===== src/verilog/tpfcs_pkg.sv =====
// Shared constants for the two-point field calibration sequencer
`default_nettype none
package tpfcs_pkg;
  localparam logic [7:0] REG_GAS1_HI     = 8'h7E;
  localparam logic [7:0] REG_GAS1_LO     = 8'h7F;
  localparam logic [7:0] REG_DATE_MD     = 8'h80;
  localparam logic [7:0] REG_DATE_YEAR   = 8'h81;
  localparam logic [7:0] REG_GAS2_HI     = 8'h82;
  localparam logic [7:0] REG_GAS2_LO     = 8'h83;
  localparam logic [7:0] REG_START       = 8'h84;
  localparam logic [7:0] REG_ABORT       = 8'h85;
  localparam logic [7:0] REG_STATUS      = 8'h86;
  localparam logic [7:0] REG_GAS_START   = 8'h87;

  localparam logic [15:0] EXPOSURE_MIN_MINUTES = 16'h003C;
  localparam logic [15:0] EXPOSURE_MAX_MINUTES = 16'h05A0;
  localparam logic [31:0] CONC_MAX_PPM         = 32'h0098_9680;
  localparam logic [15:0] CMD_ABORT            = 16'h0001;
  localparam logic [15:0] CMD_CLEAR            = 16'h0002;
  localparam logic [15:0] CMD_GAS1             = 16'h0001;
  localparam logic [15:0] CMD_GAS2             = 16'h0002;

  localparam int CLK_HZ       = 50_000_000;
  localparam int MINUTE_S     = 60;
  localparam longint MINUTE_CYCLES = longint'(CLK_HZ) * MINUTE_S;

  localparam int STATUS_POS = 8;
  localparam int ERROR_POS  = 0;

  localparam logic [7:0] ST_SUCCESS     = 8'h00;
  localparam logic [7:0] ST_IN_PROGRESS = 8'h01;
  localparam logic [7:0] ST_FAILED      = 8'h02;
  localparam logic [7:0] ST_CANCELLED   = 8'h03;
  localparam logic [7:0] ST_REMOVED     = 8'h04;
  localparam logic [7:0] ST_NOT_EXEC    = 8'h05;
  localparam logic [7:0] ST_RESET       = ST_SUCCESS;

  localparam logic [7:0] ER_NONE        = 8'h00;
  localparam logic [7:0] ER_IN_PROGRESS = 8'h02;
  localparam logic [7:0] ER_EXPOSURE    = 8'h03;
  localparam logic [7:0] ER_INTERNAL    = 8'h04;
  localparam logic [7:0] ER_DIAG        = 8'h05;
  localparam logic [7:0] ER_CONC_RANGE  = 8'h07;
  localparam logic [7:0] ER_GAS_ORDER   = 8'h08;
  localparam logic [7:0] ER_DATA        = 8'h0A;
  localparam logic [7:0] ER_GAIN_LIMIT  = 8'h0C;
  localparam logic [7:0] ER_SKIPPED     = 8'h0D;
  localparam logic [7:0] ER_NOT_EXPOSED = 8'h0E;
  localparam logic [7:0] ER_RESET       = ER_NONE;

  typedef enum {
    TPF_IDLE,
    TPF_WAIT_GAS1,
    TPF_EXPOSE1,
    TPF_WAIT_CONC1,
    TPF_WAIT_GAS2,
    TPF_EXPOSE2,
    TPF_WAIT_CONC2,
    TPF_WAIT_DATE,
    TPF_REBOOT
  } tpfcs_state_t;
endpackage
`default_nettype wire


===== src/verilog/tpfcs_minute_timer.sv =====
// Exposure timer: counts whole minutes up to a loaded target
`timescale 1ns/10ps
`default_nettype none
module tpfcs_minute_timer #(
  parameter longint CYCLES_PER_MINUTE = tpfcs_pkg::MINUTE_CYCLES
) (
  input  wire logic        ref_clk,
  input  wire logic        reset_n,
  input  wire logic        clk_en,
  input  wire logic        start,
  input  wire logic        stop,
  input  wire logic [15:0] minutes,
  output logic             done
);
  import tpfcs_pkg::*;

  // Refuse a tick count that the 32-bit prescaler cannot hold
  if (CYCLES_PER_MINUTE < 1 || CYCLES_PER_MINUTE > 64'h0000_0000_FFFF_FFFF) begin
    $error("tpfcs_minute_timer: cycles per minute out of range");
  end

  localparam logic [31:0] TICK_LAST = 32'(CYCLES_PER_MINUTE - 1);

  logic [31:0] tick_reg;
  logic [15:0] min_reg;
  logic [15:0] target_reg;
  logic        run_reg;

  always_ff @(posedge ref_clk or negedge reset_n) begin
    if (!reset_n) begin
      tick_reg   <= 32'h0000_0000;
      min_reg    <= 16'h0000;
      target_reg <= 16'h0000;
      run_reg    <= 1'b0;
    end else if (clk_en) begin
      if (start) begin
        tick_reg   <= 32'h0000_0000;
        min_reg    <= 16'h0000;
        target_reg <= minutes;
        run_reg    <= 1'b1;
      end else if (stop) begin
        run_reg <= 1'b0;
      end else if (run_reg && min_reg != target_reg) begin
        if (tick_reg == TICK_LAST) begin
          tick_reg <= 32'h0000_0000;
          min_reg  <= min_reg + 16'h0001;
        end else begin
          tick_reg <= tick_reg + 32'h0000_0001;
        end
      end
    end
  end

  assign done = run_reg && (min_reg == target_reg);
endmodule
`default_nettype wire


===== src/verilog/tpfcs_range_check.sv =====
// Range checks for exposure minutes and gas concentration words
`timescale 1ns/10ps
`default_nettype none
module tpfcs_range_check #(
  parameter logic [31:0] MODEL_MIN_PPM = 32'h0000_0000,
  parameter logic [31:0] MODEL_MAX_PPM = tpfcs_pkg::CONC_MAX_PPM
) (
  input  wire logic [15:0] minutes,
  input  wire logic [15:0] conc_high,
  input  wire logic [15:0] conc_low,
  output logic             minutes_ok,
  output logic             conc_ok
);
  import tpfcs_pkg::*;

  if (MODEL_MIN_PPM > MODEL_MAX_PPM || MODEL_MAX_PPM > CONC_MAX_PPM) begin
    $error("tpfcs_range_check: model ppm limits invalid");
  end

  logic [31:0] conc;
  assign conc       = {conc_high, conc_low};
  assign minutes_ok = (minutes >= EXPOSURE_MIN_MINUTES) && (minutes <= EXPOSURE_MAX_MINUTES);
  assign conc_ok    = (conc >= MODEL_MIN_PPM) && (conc <= MODEL_MAX_PPM);
endmodule
`default_nettype wire


===== src/verilog/tpfcs_sequencer.sv =====
// Two-point field calibration command sequencer with holding registers
// Functional notes
// Host starts calibration writing exposure minutes, 60 to 1440, to start register.
// Start with duration outside range is rejected with error 3.
// Successful start reports status 1, in progress.
// Read-only status register: status code high byte, error code low byte.
// Host reads status register after every calibration register write.
// Host writes 1 when gas 1 flows, 2 when gas 2 flows.
// Gas 2 start before gas 1 phase completes is refused, error 8; code gives error 14 throughout EXPOSE1, even after exposure elapsed.
// Gas 1 ppm written as 32 bits, high word then low word.
// Gas 2 ppm written as 32 bits, high word then low word.
// Concentration outside 0 to 10,000,000 ppm or model range gives error 7.
// Host converts percent to ppm by multiplying by 10,000.
// Date finishes calibration: month and day word, then year word.
// Accepted finishing date write triggers automatic reboot.
// Abort value 1 or power cycle cancels running calibration.
// Abort value 2 removes field calibration, restores factory, status 4.
// Status codes: 0 ok, 1 running, 2 failed, 3 cancelled, 4 removed, 5 refused.
// Error stays 0 on accepted writes; completion reads status 0, error 0.
// Start while calibration running is rejected with error 2.
// Concentration or next step before exposure elapsed gives error 14.
// Skipped sequence step gives error 13.
// Gain or offset out of limits gives 12; unusable data gives 10.
// Internal fault gives error 4; error 5 diagnostic only.
// Gain and offset computed from gas values and readings, applied afterwards.
// Link defaults: RS-485 half duplex, 19200 baud, 8N2, address 1.
// Writes processed in arrival order; status updated before next read.
`timescale 1ns/10ps
`default_nettype none
module tpfcs_sequencer #(
  parameter longint      CYCLES_PER_MINUTE = tpfcs_pkg::MINUTE_CYCLES,
  parameter logic [31:0] MODEL_MIN_PPM     = 32'h0000_0000,
  parameter logic [31:0] MODEL_MAX_PPM     = tpfcs_pkg::CONC_MAX_PPM
) (
  input  wire logic        ref_clk,
  input  wire logic        reset_n,
  input  wire logic        clk_en,
  input  wire logic        reg_wr,
  input  wire logic        reg_rd,
  input  wire logic [7:0]  reg_addr,
  input  wire logic [15:0] reg_wdata,
  output logic [15:0]      reg_rdata,
  output logic             reg_ack,
  output logic             reg_err,
  input  wire logic        calc_done,
  input  wire logic        calc_gain_bad,
  input  wire logic        calc_data_bad,
  input  wire logic        internal_fault,
  output logic             calc_start,
  output logic             cal_applied,
  output logic             factory_restore,
  output logic             reboot_req,
  output logic [31:0]      gas1_ppm,
  output logic [31:0]      gas2_ppm
);
  import tpfcs_pkg::*;

  tpfcs_state_t state_reg;
  logic [7:0]   status_reg;
  logic [7:0]   error_reg;
  logic [15:0]  minutes_reg;
  logic [15:0]  g1_hi_reg;
  logic [15:0]  g1_lo_reg;
  logic [15:0]  g2_hi_reg;
  logic [15:0]  g2_lo_reg;
  logic [15:0]  date_md_reg;
  logic [15:0]  date_yr_reg;
  logic         g1_hi_seen_reg;
  logic         g2_hi_seen_reg;
  logic         calc_busy_reg;
  logic         applied_reg;
  logic         restore_reg;
  logic         reboot_reg;
  logic         calc_start_reg;
  logic [15:0]  rdata_reg;
  logic         ack_reg;
  logic         err_reg;

  logic         tmr_start;
  logic         tmr_done;
  logic         minutes_ok;
  logic         conc_ok;
  logic [15:0]  chk_high;

  tpfcs_minute_timer #(
    .CYCLES_PER_MINUTE (CYCLES_PER_MINUTE)
  ) u_timer (
    .ref_clk (ref_clk),
    .reset_n (reset_n),
    .clk_en  (clk_en),
    .start   (tmr_start),
    .stop    (state_reg == TPF_IDLE),
    .minutes (minutes_reg),
    .done    (tmr_done)
  );

  // Low-word writes range-check the stored high word joined with the new low word
  assign chk_high = (reg_addr == REG_GAS2_LO) ? g2_hi_reg : g1_hi_reg;

  tpfcs_range_check #(
    .MODEL_MIN_PPM (MODEL_MIN_PPM),
    .MODEL_MAX_PPM (MODEL_MAX_PPM)
  ) u_check (
    .minutes    (reg_wdata),
    .conc_high  (chk_high),
    .conc_low   (reg_wdata),
    .minutes_ok (minutes_ok),
    .conc_ok    (conc_ok)
  );

  logic wr_go;
  assign wr_go = clk_en && reg_wr && !calc_busy_reg && !reboot_reg;
  assign tmr_start = wr_go && reg_addr == REG_GAS_START &&
                     ((state_reg == TPF_WAIT_GAS1 && reg_wdata == CMD_GAS1) ||
                      (state_reg == TPF_WAIT_GAS2 && reg_wdata == CMD_GAS2));

  // Sequencer: one write per cycle, handled in arrival order
  // status code set
  // ordered processing
  always_ff @(posedge ref_clk or negedge reset_n) begin
    if (!reset_n) begin
      state_reg      <= TPF_IDLE;
      status_reg     <= ST_RESET;
      error_reg      <= ER_RESET;
      minutes_reg    <= 16'h0000;
      g1_hi_reg      <= 16'h0000;
      g1_lo_reg      <= 16'h0000;
      g2_hi_reg      <= 16'h0000;
      g2_lo_reg      <= 16'h0000;
      date_md_reg    <= 16'h0000;
      date_yr_reg    <= 16'h0000;
      g1_hi_seen_reg <= 1'b0;
      g2_hi_seen_reg <= 1'b0;
      calc_busy_reg  <= 1'b0;
      calc_start_reg <= 1'b0;
      applied_reg    <= 1'b0;
      restore_reg    <= 1'b0;
      reboot_reg     <= 1'b0;
    end else if (clk_en) begin
      calc_start_reg <= 1'b0;
      restore_reg    <= 1'b0;
      // internal fault
      if (internal_fault && state_reg != TPF_IDLE) begin
        state_reg     <= TPF_IDLE;
        status_reg    <= ST_FAILED;
        error_reg     <= ER_INTERNAL;
        calc_busy_reg <= 1'b0;
      end else if (calc_busy_reg) begin
        // computation outcome
        if (calc_done) begin
          calc_busy_reg <= 1'b0;
          if (calc_data_bad) begin
            state_reg  <= TPF_IDLE;
            status_reg <= ST_FAILED;
            error_reg  <= ER_DATA;
          end else if (calc_gain_bad) begin
            state_reg  <= TPF_IDLE;
            status_reg <= ST_FAILED;
            error_reg  <= ER_GAIN_LIMIT;
          end else begin
            // success codes
            // automatic reboot
            state_reg   <= TPF_REBOOT;
            status_reg  <= ST_SUCCESS;
            error_reg   <= ER_NONE;
            applied_reg <= 1'b1;
            reboot_reg  <= 1'b1;
          end
        end
      end else if (wr_go) begin
        case (reg_addr)
          REG_START: begin
            if (state_reg != TPF_IDLE) begin
              // already running
              status_reg <= ST_NOT_EXEC;
              error_reg  <= ER_IN_PROGRESS;
            end else if (!minutes_ok) begin
              // exposure range
              status_reg <= ST_NOT_EXEC;
              error_reg  <= ER_EXPOSURE;
            end else begin
              // in progress
              state_reg      <= TPF_WAIT_GAS1;
              status_reg     <= ST_IN_PROGRESS;
              error_reg      <= ER_NONE;
              minutes_reg    <= reg_wdata;
              g1_hi_seen_reg <= 1'b0;
              g2_hi_seen_reg <= 1'b0;
            end
          end
          REG_ABORT: begin
            if (reg_wdata == CMD_ABORT && state_reg != TPF_IDLE) begin
              // user abort
              state_reg  <= TPF_IDLE;
              status_reg <= ST_CANCELLED;
              error_reg  <= ER_NONE;
            end else if (reg_wdata == CMD_CLEAR) begin
              // remove calibration
              state_reg   <= TPF_IDLE;
              status_reg  <= ST_REMOVED;
              error_reg   <= ER_NONE;
              applied_reg <= 1'b0;
              restore_reg <= 1'b1;
            end
          end
          REG_GAS_START: begin
            if (tmr_start) begin
              state_reg  <= (state_reg == TPF_WAIT_GAS1) ? TPF_EXPOSE1 : TPF_EXPOSE2;
              status_reg <= ST_IN_PROGRESS;
              error_reg  <= ER_NONE;
            end else if (state_reg == TPF_EXPOSE1 && reg_wdata == CMD_GAS2) begin
              // exposure pending
              status_reg <= ST_NOT_EXEC;
              error_reg  <= ER_NOT_EXPOSED;
            end else if (state_reg != TPF_IDLE && reg_wdata == CMD_GAS2 &&
                         (state_reg == TPF_WAIT_GAS1 || state_reg == TPF_WAIT_CONC1)) begin
              // gas order
              status_reg <= ST_NOT_EXEC;
              error_reg  <= ER_GAS_ORDER;
            end else if (state_reg != TPF_IDLE) begin
              // skipped step
              status_reg <= ST_NOT_EXEC;
              error_reg  <= ER_SKIPPED;
            end
          end
          REG_GAS1_HI, REG_GAS2_HI: begin
            if (reg_addr == REG_GAS1_HI) begin
              g1_hi_reg      <= reg_wdata;
              g1_hi_seen_reg <= 1'b1;
            end else begin
              g2_hi_reg      <= reg_wdata;
              g2_hi_seen_reg <= 1'b1;
            end
            if (state_reg != TPF_IDLE) begin
              status_reg <= ST_IN_PROGRESS;
              error_reg  <= ER_NONE;
            end
          end
          REG_GAS1_LO, REG_GAS2_LO: begin
            if (reg_addr == REG_GAS1_LO) begin
              g1_lo_reg <= reg_wdata;
            end else begin
              g2_lo_reg <= reg_wdata;
            end
            if ((reg_addr == REG_GAS1_LO && state_reg == TPF_EXPOSE1 && !tmr_done) ||
                (reg_addr == REG_GAS2_LO && state_reg == TPF_EXPOSE2 && !tmr_done)) begin
              // exposure pending
              status_reg <= ST_NOT_EXEC;
              error_reg  <= ER_NOT_EXPOSED;
            end else if ((reg_addr == REG_GAS1_LO &&
                          (state_reg != TPF_EXPOSE1 || !g1_hi_seen_reg)) ||
                         (reg_addr == REG_GAS2_LO &&
                          (state_reg != TPF_EXPOSE2 || !g2_hi_seen_reg))) begin
              // skipped step
              if (state_reg != TPF_IDLE) begin
                status_reg <= ST_NOT_EXEC;
                error_reg  <= ER_SKIPPED;
              end
            end else if (!conc_ok) begin
              // concentration range
              status_reg <= ST_NOT_EXEC;
              error_reg  <= ER_CONC_RANGE;
            end else begin
              // gas 1 pair done
              // gas 2 pair done
              state_reg  <= (reg_addr == REG_GAS1_LO) ? TPF_WAIT_GAS2 : TPF_WAIT_DATE;
              status_reg <= ST_IN_PROGRESS;
              error_reg  <= ER_NONE;
            end
          end
          REG_DATE_MD: begin
            date_md_reg <= reg_wdata;
            if (state_reg != TPF_IDLE && state_reg != TPF_WAIT_DATE) begin
              status_reg <= ST_NOT_EXEC;
              error_reg  <= ER_SKIPPED;
            end
          end
          REG_DATE_YEAR: begin
            date_yr_reg <= reg_wdata;
            if (state_reg == TPF_WAIT_DATE) begin
              // date finishes
              // start gain and offset computation
              calc_busy_reg  <= 1'b1;
              calc_start_reg <= 1'b1;
            end else if (state_reg != TPF_IDLE) begin
              status_reg <= ST_NOT_EXEC;
              error_reg  <= ER_SKIPPED;
            end
          end
          default: begin
          end
        endcase
      end
    end
  end

  // Register read path and access answer
  // strobes from link
  // status word layout
  always_ff @(posedge ref_clk or negedge reset_n) begin
    if (!reset_n) begin
      rdata_reg <= 16'h0000;
      ack_reg   <= 1'b0;
      err_reg   <= 1'b0;
    end else if (clk_en) begin
      ack_reg <= reg_rd || reg_wr;
      err_reg <= 1'b0;
      if (reg_rd) begin
        case (reg_addr)
          REG_STATUS:    rdata_reg <= {status_reg, error_reg};
          REG_GAS1_HI:   rdata_reg <= g1_hi_reg;
          REG_GAS1_LO:   rdata_reg <= g1_lo_reg;
          REG_GAS2_HI:   rdata_reg <= g2_hi_reg;
          REG_GAS2_LO:   rdata_reg <= g2_lo_reg;
          REG_DATE_MD:   rdata_reg <= date_md_reg;
          REG_DATE_YEAR: rdata_reg <= date_yr_reg;
          default: begin
            rdata_reg <= 16'h0000;
            err_reg   <= 1'b1;
          end
        endcase
      end else if (reg_wr) begin
        err_reg <= !(reg_addr >= REG_GAS1_HI && reg_addr <= REG_GAS_START &&
                     reg_addr != REG_STATUS);
      end
    end
  end

  assign reg_rdata       = rdata_reg;
  assign reg_ack         = ack_reg;
  assign reg_err         = err_reg;
  assign calc_start      = calc_start_reg;
  assign cal_applied     = applied_reg;
  assign factory_restore = restore_reg;
  assign reboot_req      = reboot_reg;
  assign gas1_ppm        = {g1_hi_reg, g1_lo_reg};
  assign gas2_ppm        = {g2_hi_reg, g2_lo_reg};

  // bad exposure refused
  a_start_range_err: assert property (@(posedge ref_clk) disable iff (!reset_n)
    clk_en && reg_wr && reg_addr == REG_START && state_reg == TPF_IDLE && !calc_busy_reg &&
    !reboot_reg && !internal_fault &&
    (reg_wdata < EXPOSURE_MIN_MINUTES || reg_wdata > EXPOSURE_MAX_MINUTES)
    |=> status_reg == ST_NOT_EXEC && error_reg == ER_EXPOSURE && state_reg == TPF_IDLE)
    else $error("bad exposure not refused with code 3");

  a_start_ok_prog: assert property (@(posedge ref_clk) disable iff (!reset_n)
    clk_en && reg_wr && reg_addr == REG_START && state_reg == TPF_IDLE && !calc_busy_reg &&
    !reboot_reg && !internal_fault && reg_wdata >= EXPOSURE_MIN_MINUTES &&
    reg_wdata <= EXPOSURE_MAX_MINUTES
    |=> status_reg == ST_IN_PROGRESS && error_reg == ER_NONE && state_reg == TPF_WAIT_GAS1)
    else $error("valid start did not report in progress");

  a_status_read_word: assert property (@(posedge ref_clk) disable iff (!reset_n)
    clk_en && reg_rd && reg_addr == REG_STATUS
    |=> reg_rdata == {$past(status_reg), $past(error_reg)} && reg_ack)
    else $error("status word read mismatch");

  a_gas_order_err: assert property (@(posedge ref_clk) disable iff (!reset_n)
    wr_go && !internal_fault && reg_addr == REG_GAS_START && reg_wdata == CMD_GAS2 &&
    (state_reg == TPF_WAIT_GAS1 || state_reg == TPF_WAIT_CONC1)
    |=> error_reg == ER_GAS_ORDER && status_reg == ST_NOT_EXEC)
    else $error("early gas 2 start not refused with code 8");

  a_running_start_err: assert property (@(posedge ref_clk) disable iff (!reset_n)
    wr_go && !internal_fault && reg_addr == REG_START && state_reg != TPF_IDLE
    |=> error_reg == ER_IN_PROGRESS && $stable(state_reg))
    else $error("start during calibration not refused with code 2");

  a_abort_cancels: assert property (@(posedge ref_clk) disable iff (!reset_n)
    wr_go && !internal_fault && reg_addr == REG_ABORT && reg_wdata == CMD_ABORT &&
    state_reg != TPF_IDLE
    |=> state_reg == TPF_IDLE && status_reg == ST_CANCELLED)
    else $error("abort did not cancel");

  a_clear_removes: assert property (@(posedge ref_clk) disable iff (!reset_n)
    wr_go && !internal_fault && reg_addr == REG_ABORT && reg_wdata == CMD_CLEAR
    |=> status_reg == ST_REMOVED && factory_restore && !cal_applied)
    else $error("clear did not remove calibration");

  a_early_conc_err: assert property (@(posedge ref_clk) disable iff (!reset_n)
    wr_go && !internal_fault && reg_addr == REG_GAS1_LO && state_reg == TPF_EXPOSE1 && !tmr_done
    |=> error_reg == ER_NOT_EXPOSED && status_reg == ST_NOT_EXEC && state_reg == TPF_EXPOSE1)
    else $error("early concentration not refused with code 14");

  a_finish_reboot: assert property (@(posedge ref_clk) disable iff (!reset_n)
    clk_en && calc_busy_reg && calc_done && !calc_data_bad && !calc_gain_bad && !internal_fault
    |=> reboot_req && status_reg == ST_SUCCESS && error_reg == ER_NONE)
    else $error("successful finish did not request reboot");
endmodule
`default_nettype wire


===== config.mk =====
export PLATFORM = sky130hd
export DESIGN_NAME = tpfcs_sequencer
export DESIGN_NICKNAME = d
export VERILOG_FILES = /design/src/verilog/tpfcs_pkg.sv /design/src/verilog/tpfcs_minute_timer.sv /design/src/verilog/tpfcs_range_check.sv /design/src/verilog/tpfcs_sequencer.sv
export SDC_FILE = /design/constraint.sdc
export NUM_CORES = 1
export LEC_CHECK = 0
export BUFFER_PORTS_ARGS = -buffer_cell sky130_fd_sc_hd__buf_2
export CELL_PAD_IN_SITES_DETAIL_PLACEMENT = 1
export CELL_PAD_IN_SITES_GLOBAL_PLACEMENT = 2
export CORE_UTILIZATION = 41
export DETAILED_ROUTE_END_ITERATION = 8
export HOLD_SLACK_MARGIN = 0.1
export PLACE_DENSITY = 0.91
export SETUP_SLACK_MARGIN = 0.1
export SYNTH_ARGS = -nofsm -noshare
export SYNTH_HDL_FRONTEND = slang
export SYNTH_SLANG_ARGS = --single-unit

===== constraint.sdc =====
create_clock -name ref_clk -period 4.05 [get_ports ref_clk]
set_input_delay 0.81 -clock ref_clk [delete_from_list [all_inputs] [get_ports ref_clk]]
set_output_delay 0.81 -clock ref_clk [all_outputs]
set_load 0.05 [all_outputs]

* Yosys cells after proc, flatten, opt, wreduce, memory -nomap -nowiden
Cells that the tools add are included.
** Word-level totals
- Register bits :: 250
- Input bits :: 33
- Output and inout port bits :: 86
- Logic and storage cells :: 257
** Operators by class
- Add/sub/neg operators :: 2
- $lt $le $gt $ge :: 6
- Equality and inequality tests :: 45
- Muxes and demuxes :: 102
- Bitwise gates (word level) :: 7
- Reduce and logical (&&, ||, !) cells :: 71
** Operators with widths (number)
- 32-bit two-way mux :: 16
- 8-bit two-way mux :: 30
- 32-bit case mux with 4 select lines :: 1
- 16-bit case mux with 7 select lines :: 1
- 8-bit case mux with 7 select lines :: 2
- 32-bit by 4-bit == test with 1-bit output (second input constant) :: 3
- 16-bit two-way mux :: 5
- 32-bit by 3-bit == test with 1-bit output (second input constant) :: 2
- 8-bit == test (second input constant) :: 8
- 32-bit by 4-bit inequality test with 1-bit output (second input constant) :: 2
- 32-bit by 1-bit adder with 32-bit output (second input constant) :: 1
- 32-bit by 2-bit == test with 1-bit output (second input constant) :: 1
- 32-bit == test (second input constant) :: 1
- 32-bit by 1-bit greater-or-equal comparator with 1-bit output (second input constant) :: 1
- 32-bit by 24-bit <= comparator with 1-bit output (second input constant) :: 1
- 32-bit logical NOT :: 1
- 32-bit by 3-bit inequality test with 1-bit output (second input constant) :: 1
- 4-bit inequality test (second input constant) :: 8
- 32-bit nonzero test :: 1
- 1-bit two-way mux :: 31
- 6-bit AND reduction :: 5
- 1-bit logical AND :: 25
- 8-bit AND reduction :: 3
- 2-bit inequality test (second input constant) :: 9
- 34 further kinds :: 74

* Logic depth before layout (Yosys ltp)
- Word-level depth :: 11
- Depth in mapped cells :: 11

* Hierarchy
From an unflattened synthesis, not the netlist that was laid out.
** Unflattened totals
- Cell total of the unflattened synthesis :: 1065
- Area total of the unflattened synthesis :: 11546.1 µm²
** Modules (own cells, without submodules)
- tpfcs_sequencer :: times used 1, cells an instance 650, area an instance 7596.0 µm², seq. area each 3928.8 µm²
- tpfcs_minute_timer :: times used 1, cells an instance 385, area an instance 3756.1 µm², seq. area each 1626.6 µm²
- tpfcs_range_check :: times used 1, cells an instance 30, area an instance 193.9 µm², seq. area each 0.0 µm²

* Worst setup path before layout
Ideal clock, no wire load.
- Kind :: input to register
- Start point :: input port reg_wdata[6]
- End point :: register state_reg[0]
- Setup time :: 121 ps
- Arrival :: 2891 ps
- Setup slack :: 1038 ps
- Cell stages on the path :: 8
- Path buffers :: 1
- Cell sequence :: buf_2 -> nor4_2 -> nand4_2 -> o31ai_2 -> nand2_1 -> or4b_4 -> a21o_1 -> a22o_1
** On the way
- Cells in the longest elaborated chain, start to end :: 7
- Elaborated cells on any way between the ends :: 23
- Those cells by class :: order compare: 4; eq/ne: 6; mux: 5; reduce/logical: 8
** RTL lines
- start: declaration :: line tpfcs_sequencer.sv:41 : input wire logic [15:0] reg_wdata,
- branches (longest 7 deep; another with 32-bit by 1-bit greater-or-equal comparator with 1-bit output)
- end signal: assignment :: line tpfcs_sequencer.sv:208 : state_reg <= (state_reg == TPF_WAIT_GAS1) ? TPF_EXPOSE1 : TPF_EXPOSE2;
- end signal: assignment :: line tpfcs_sequencer.sv:266 : state_reg <= (reg_addr == REG_GAS1_LO) ? TPF_WAIT_GAS2 : TPF_WAIT_DATE;
- end: declaration :: line tpfcs_sequencer.sv:58 : tpfcs_state_t state_reg;
Parallel ways; which one is timed is not known. The select of a mux whose other input is x is not followed.
A chain may end at the register's enable or synchronous reset.

* Worst setup path in the final report
- Start point :: input port reg_wdata[2]
- End point :: register status_reg[3]
** On the way
- Cells in the longest elaborated chain, start to end :: 10
- Elaborated cells on any way between the ends :: 20
- Those cells by class :: eq/ne: 3; mux: 8; reduce/logical: 9
** RTL lines
- 16-bit by 2-bit == test with 1-bit output
- 1-bit logical AND (2 in series) :: line tpfcs_sequencer.sv:215 : end else if (state_reg != TPF_IDLE && reg_wdata == CMD_GAS2 &&
- 8-bit two-way mux :: line tpfcs_sequencer.sv:215
- 8-bit two-way mux :: line tpfcs_sequencer.sv:211 : end else if (state_reg == TPF_EXPOSE1 && reg_wdata == CMD_GAS2) begin
- 8-bit two-way mux :: line tpfcs_sequencer.sv:207 : if (tmr_start) begin
- 8-bit case mux with 7 select lines :: line tpfcs_sequencer.sv:171 : case (reg_addr)
- 8-bit two-way mux :: line tpfcs_sequencer.sv:170 : end else if (wr_go) begin
- 8-bit two-way mux :: line tpfcs_sequencer.sv:148 : end else if (calc_busy_reg) begin
- 8-bit two-way mux :: line tpfcs_sequencer.sv:143 : if (internal_fault && state_reg != TPF_IDLE) begin
- end signal: assignment :: line tpfcs_sequencer.sv:145 : status_reg <= ST_FAILED;
- end signal: assignment :: line tpfcs_sequencer.sv:154 : status_reg <= ST_FAILED;
- end signal: assignment :: line tpfcs_sequencer.sv:175 : status_reg <= ST_NOT_EXEC;
- end: declaration :: line tpfcs_sequencer.sv:59 : logic [7:0] status_reg;
Parallel ways exist; a longest one is shown, timed or not. The select of a mux whose other input is x is not followed.

==> impl_metrics.env <==
export IMPL_run_status="finished clean"
export IMPL_setup_violations=0
export IMPL_tns_ns=0
export IMPL_cp_max_fo=9
export IMPL_critical_path_max_stage_delay_ns=0.49
export IMPL_synth_compound_area_share_pct=11.5
export IMPL_grt_setup_unrepaired="false"
export IMPL_cts_made_buffers=26
export IMPL_ys_types=79
export IMPL_largest_reg_flops=32
export IMPL_postRouteAntennaNets=0
export IMPL_power_density_nw_per_um2=409
export IMPL_io_pins=119
export IMPL_dieArea_um2=28000
export IMPL_clk_path_buf_depth=3
export IMPL_p_leak_nw=6.61
export IMPL_clock_fmax_ghz=0.319
export IMPL_slowest_stage="nor3_1"
export IMPL_fin_nets=1268
export IMPL_fill_cells=2996
export IMPL_netlist_area_um2=11200
export IMPL_clock_latency_ns=0.54
export IMPL_initial_utilization_pct=41.6
export IMPL_grt_pass1_vias=9946
export IMPL_ys_flop_type="dfrtp_1"
export IMPL_yosys_area_share_xor_xnor_pct=3.37
export IMPL_cts_num_sinks=222
export IMPL_synth_fp_nets=1154
export IMPL_worstPathRequired_ns=4.46
export IMPL_cap_violations=0
export IMPL_drt_first_pass_iters=5
export IMPL_hold_viol=0
export IMPL_end_kind="register"
export IMPL_crit_type="input port to register"
export IMPL_antenna_cells=0
export IMPL_yosysTopAreaCell="dfrtp_1"
export IMPL_syn2layout_area_growth_pct=18.3
export IMPL_ir_worst_vdd_uv=318
export IMPL_synthAdderAreaFrac_pct=0.224
export IMPL_cts_root_buf="clkbuf_16"
export IMPL_synth_seq_area_share_pct=49.6
export IMPL_power_switching_mw=1.31
export IMPL_yosysTopAreaCellShare_pct=49.6
export IMPL_io_buffers=118
export IMPL_fin_util_pct=49.2
export IMPL_grt_pass1_wl_um=58500
export IMPL_fp_row_count=60
export IMPL_synth_edf_count=0
export IMPL_cts_tree="yes"
export IMPL_die_h_um=167
export IMPL_grt_max_degree=107
export IMPL_tightest_slew_ns=0.917
export IMPL_yosysWarnings=0
export IMPL_vias=9394
export IMPL_post_cts_setup_buffers=0
export IMPL_crit_chain="buf_2 > nor3_1 > nand4_2 > nor2_1 > o21ai_0 > a31o_2 > a21oi_1 > o21a_1 > nor2b_1"
export IMPL_maxSlewViolCount=0
export IMPL_synth_area_top_cells="dfrtp_1 50%, mux2_2 7.4%, nand2_1 6.6%"
export IMPL_h_tree_depth=1
export IMPL_synth_seq_cells=222
export IMPL_wirelength_um=36800
export IMPL_synth_area_per_cell_um2=10.0
export IMPL_hold_buffers=0
export IMPL_grt_overflow=0
export IMPL_sw_frac_of_total_pct=24.3
export IMPL_drtIter0Drc=583
export IMPL_cts_resized=0
export IMPL_seqPwrFrac_pct=43.0
export IMPL_fin_crit_ns=3.14
export IMPL_combPwrFrac_pct=7.2
export IMPL_path_buf_inv=1
export IMPL_drive_gt1_share_pct=24.0
export IMPL_p_int_mw=4.10
export IMPL_fin_crit_sh_pct=77.5
export IMPL_synthMostInstantiatedCell="dfrtp_1"
export IMPL_crit_family="simple AND/OR/NAND/NOR gates"
export IMPL_p_clk_share_pct=49.8
export IMPL_cp_data_arrival_time_ns=3.55
export IMPL_start_kind="input port"
export IMPL_die_w_um=167
export IMPL_synth_async_reset_ratio_pct=100
export IMPL_slew_headroom_pct=38.7
export IMPL_grtUsageTotal_pct=26.8
export IMPL_skew_ns=0.0268
export IMPL_core_area_um2=26900
export IMPL_clkSlewWorstSetupHoldPaths_ns=0.06
export IMPL_wl_per_cell_um=23.1
export IMPL_synth_top_family_by_area="simple AND/OR/NAND/NOR gates"
export IMPL_antenna_found_initial=0
export IMPL_avgViaCountPerCell=5.89
export IMPL_dp_hpwl_um=25400
export IMPL_synth_simple_area_share_pct=20.4
export IMPL_routabilityCongestion=0.937
export IMPL_remaining_drc_errors=0
export IMPL_muxShareOfSynthArea_pct=12.0
export IMPL_synth_common_cells="222 x dfrtp_1, 196 x nand2_1, 82 x nor2_1"
export IMPL_syn_inst=1119
export IMPL_min_path_type="input port to async pin"
-- cell type report --
type                    count  area (um2)  share of cell area (%)
flip-flops and latches    222        5560                    42.0
well taps                 341         427                    3.22
clock buffers              32         724                    5.47
repair buffers            152         881                    6.66
multi-input cells         819        5330                    40.3
clock inverters            16         270                    2.04
inverters                  12        45.0                   0.340
-- power by group through the flow --
stage / combinational, mW / sequential, mW / clock (mW)
after CTS: 0.392 / 2.32 / 2.73
after global placement: 0.382 / 2.36 / 0
after global routing: 0.422 / 2.33 / 2.82
after floorplan: 0.157 / 2.40 / 0
after detailed placement: 0.388 / 2.36 / 0
final: 0.391 / 2.33 / 2.69
-- path summary, 6_finish.rpt --
| check | startpoint | end | slack, ns | cells past startpoint |
|---|---|---|---|---|
| min in group ref_clk | minutes_reg[12] | u_timer.target_reg[12] | 0.46 | 2 |
| worst min-delay path | reset_n | error_reg[1] | 0.36 | 1 |
| worst max register to register | state_reg[0] | g2_lo_reg[0] | 0.99 | 6 |
| worst min register to register | minutes_reg[12] | u_timer.target_reg[12] | 0.46 | 2 |
| worst max-delay path | reg_wdata[2] | status_reg[3] | 0.91 | 9 |
| max in group asynchronous | reset_n | minutes_reg[11] | 2.82 | 2 |
-- kinds of logic after synthesis --
family	after synthesis
XOR/XNOR	43
multiplexers	123
AND/OR/NAND/NOR	452
buffers and inverters	78
flip-flops	222
AO/OA/AOI/OAI	199
adder cells (fa/ha/maj)	2
-- per-stage QoR --
stage / hold WS, ns / power [mW] / cell area, um2 / instances / worst slack, ns
global route: 0.409 / 5.57 / 13200 / 1594 / 0.750
floorplan: 0.430 / 2.56 / 11200 / 1119 / 1.04
finish: 0.356 / 5.41 / 13200 / 1594 / 0.911
detailed placement: 0.453 / 2.75 / 12200 / 1546 / 0.484
CTS: 0.381 / 5.45 / 13200 / 1594 / 1.01
global placement: 0.441 / 2.74 / 12200 / 1546 / 0.515
-- routing by layer --
metal	global-route usage (%)	up-vias	routed length, um
met5	0	-	0
met4	9.33	0	1170
met3	3.31	75	1940
met2	45.0	284	17700
met1	35.9	4823	16000
li1	-	4212	-
-- cells in the final DEF (no fill, tap or decap), types with 4 or more instances in the layout --
| master | instances |
|---|---|
| a2111oi_0 | 4 |
| a211oi_1 | 4 |
| a21o_1 | 8 |
| a21oi_1 | 56 |
| a22o_1 | 7 |
| and2_1 | 10 |
| and3_1 | 14 |
| and4_1 | 5 |
| buf_2 | 117 |
| buf_4 | 32 |
| bufinv_16 | 7 |
| clkbuf_16 | 27 |
| clkinv_2 | 4 |
| dfrtp_1 | 222 |
| inv_1 | 12 |
| mux2_1 | 18 |
| mux2_2 | 74 |
| mux2i_1 | 31 |
| nand2_1 | 196 |
| nand2b_1 | 4 |
| nand3_1 | 24 |
| nand4_1 | 14 |
| nor2_1 | 82 |
| nor2b_1 | 12 |
| nor3_1 | 19 |
| nor4_1 | 16 |
| nor4_2 | 5 |
| nor4b_1 | 6 |
| nor4bb_1 | 4 |
| o21a_1 | 4 |
| o21ai_0 | 57 |
| o221ai_1 | 16 |
| o22ai_1 | 4 |
| o31ai_1 | 5 |
| or3_1 | 11 |
| xnor2_1 | 16 |
| xor2_1 | 27 |
(Power assumes the default switching activity.)
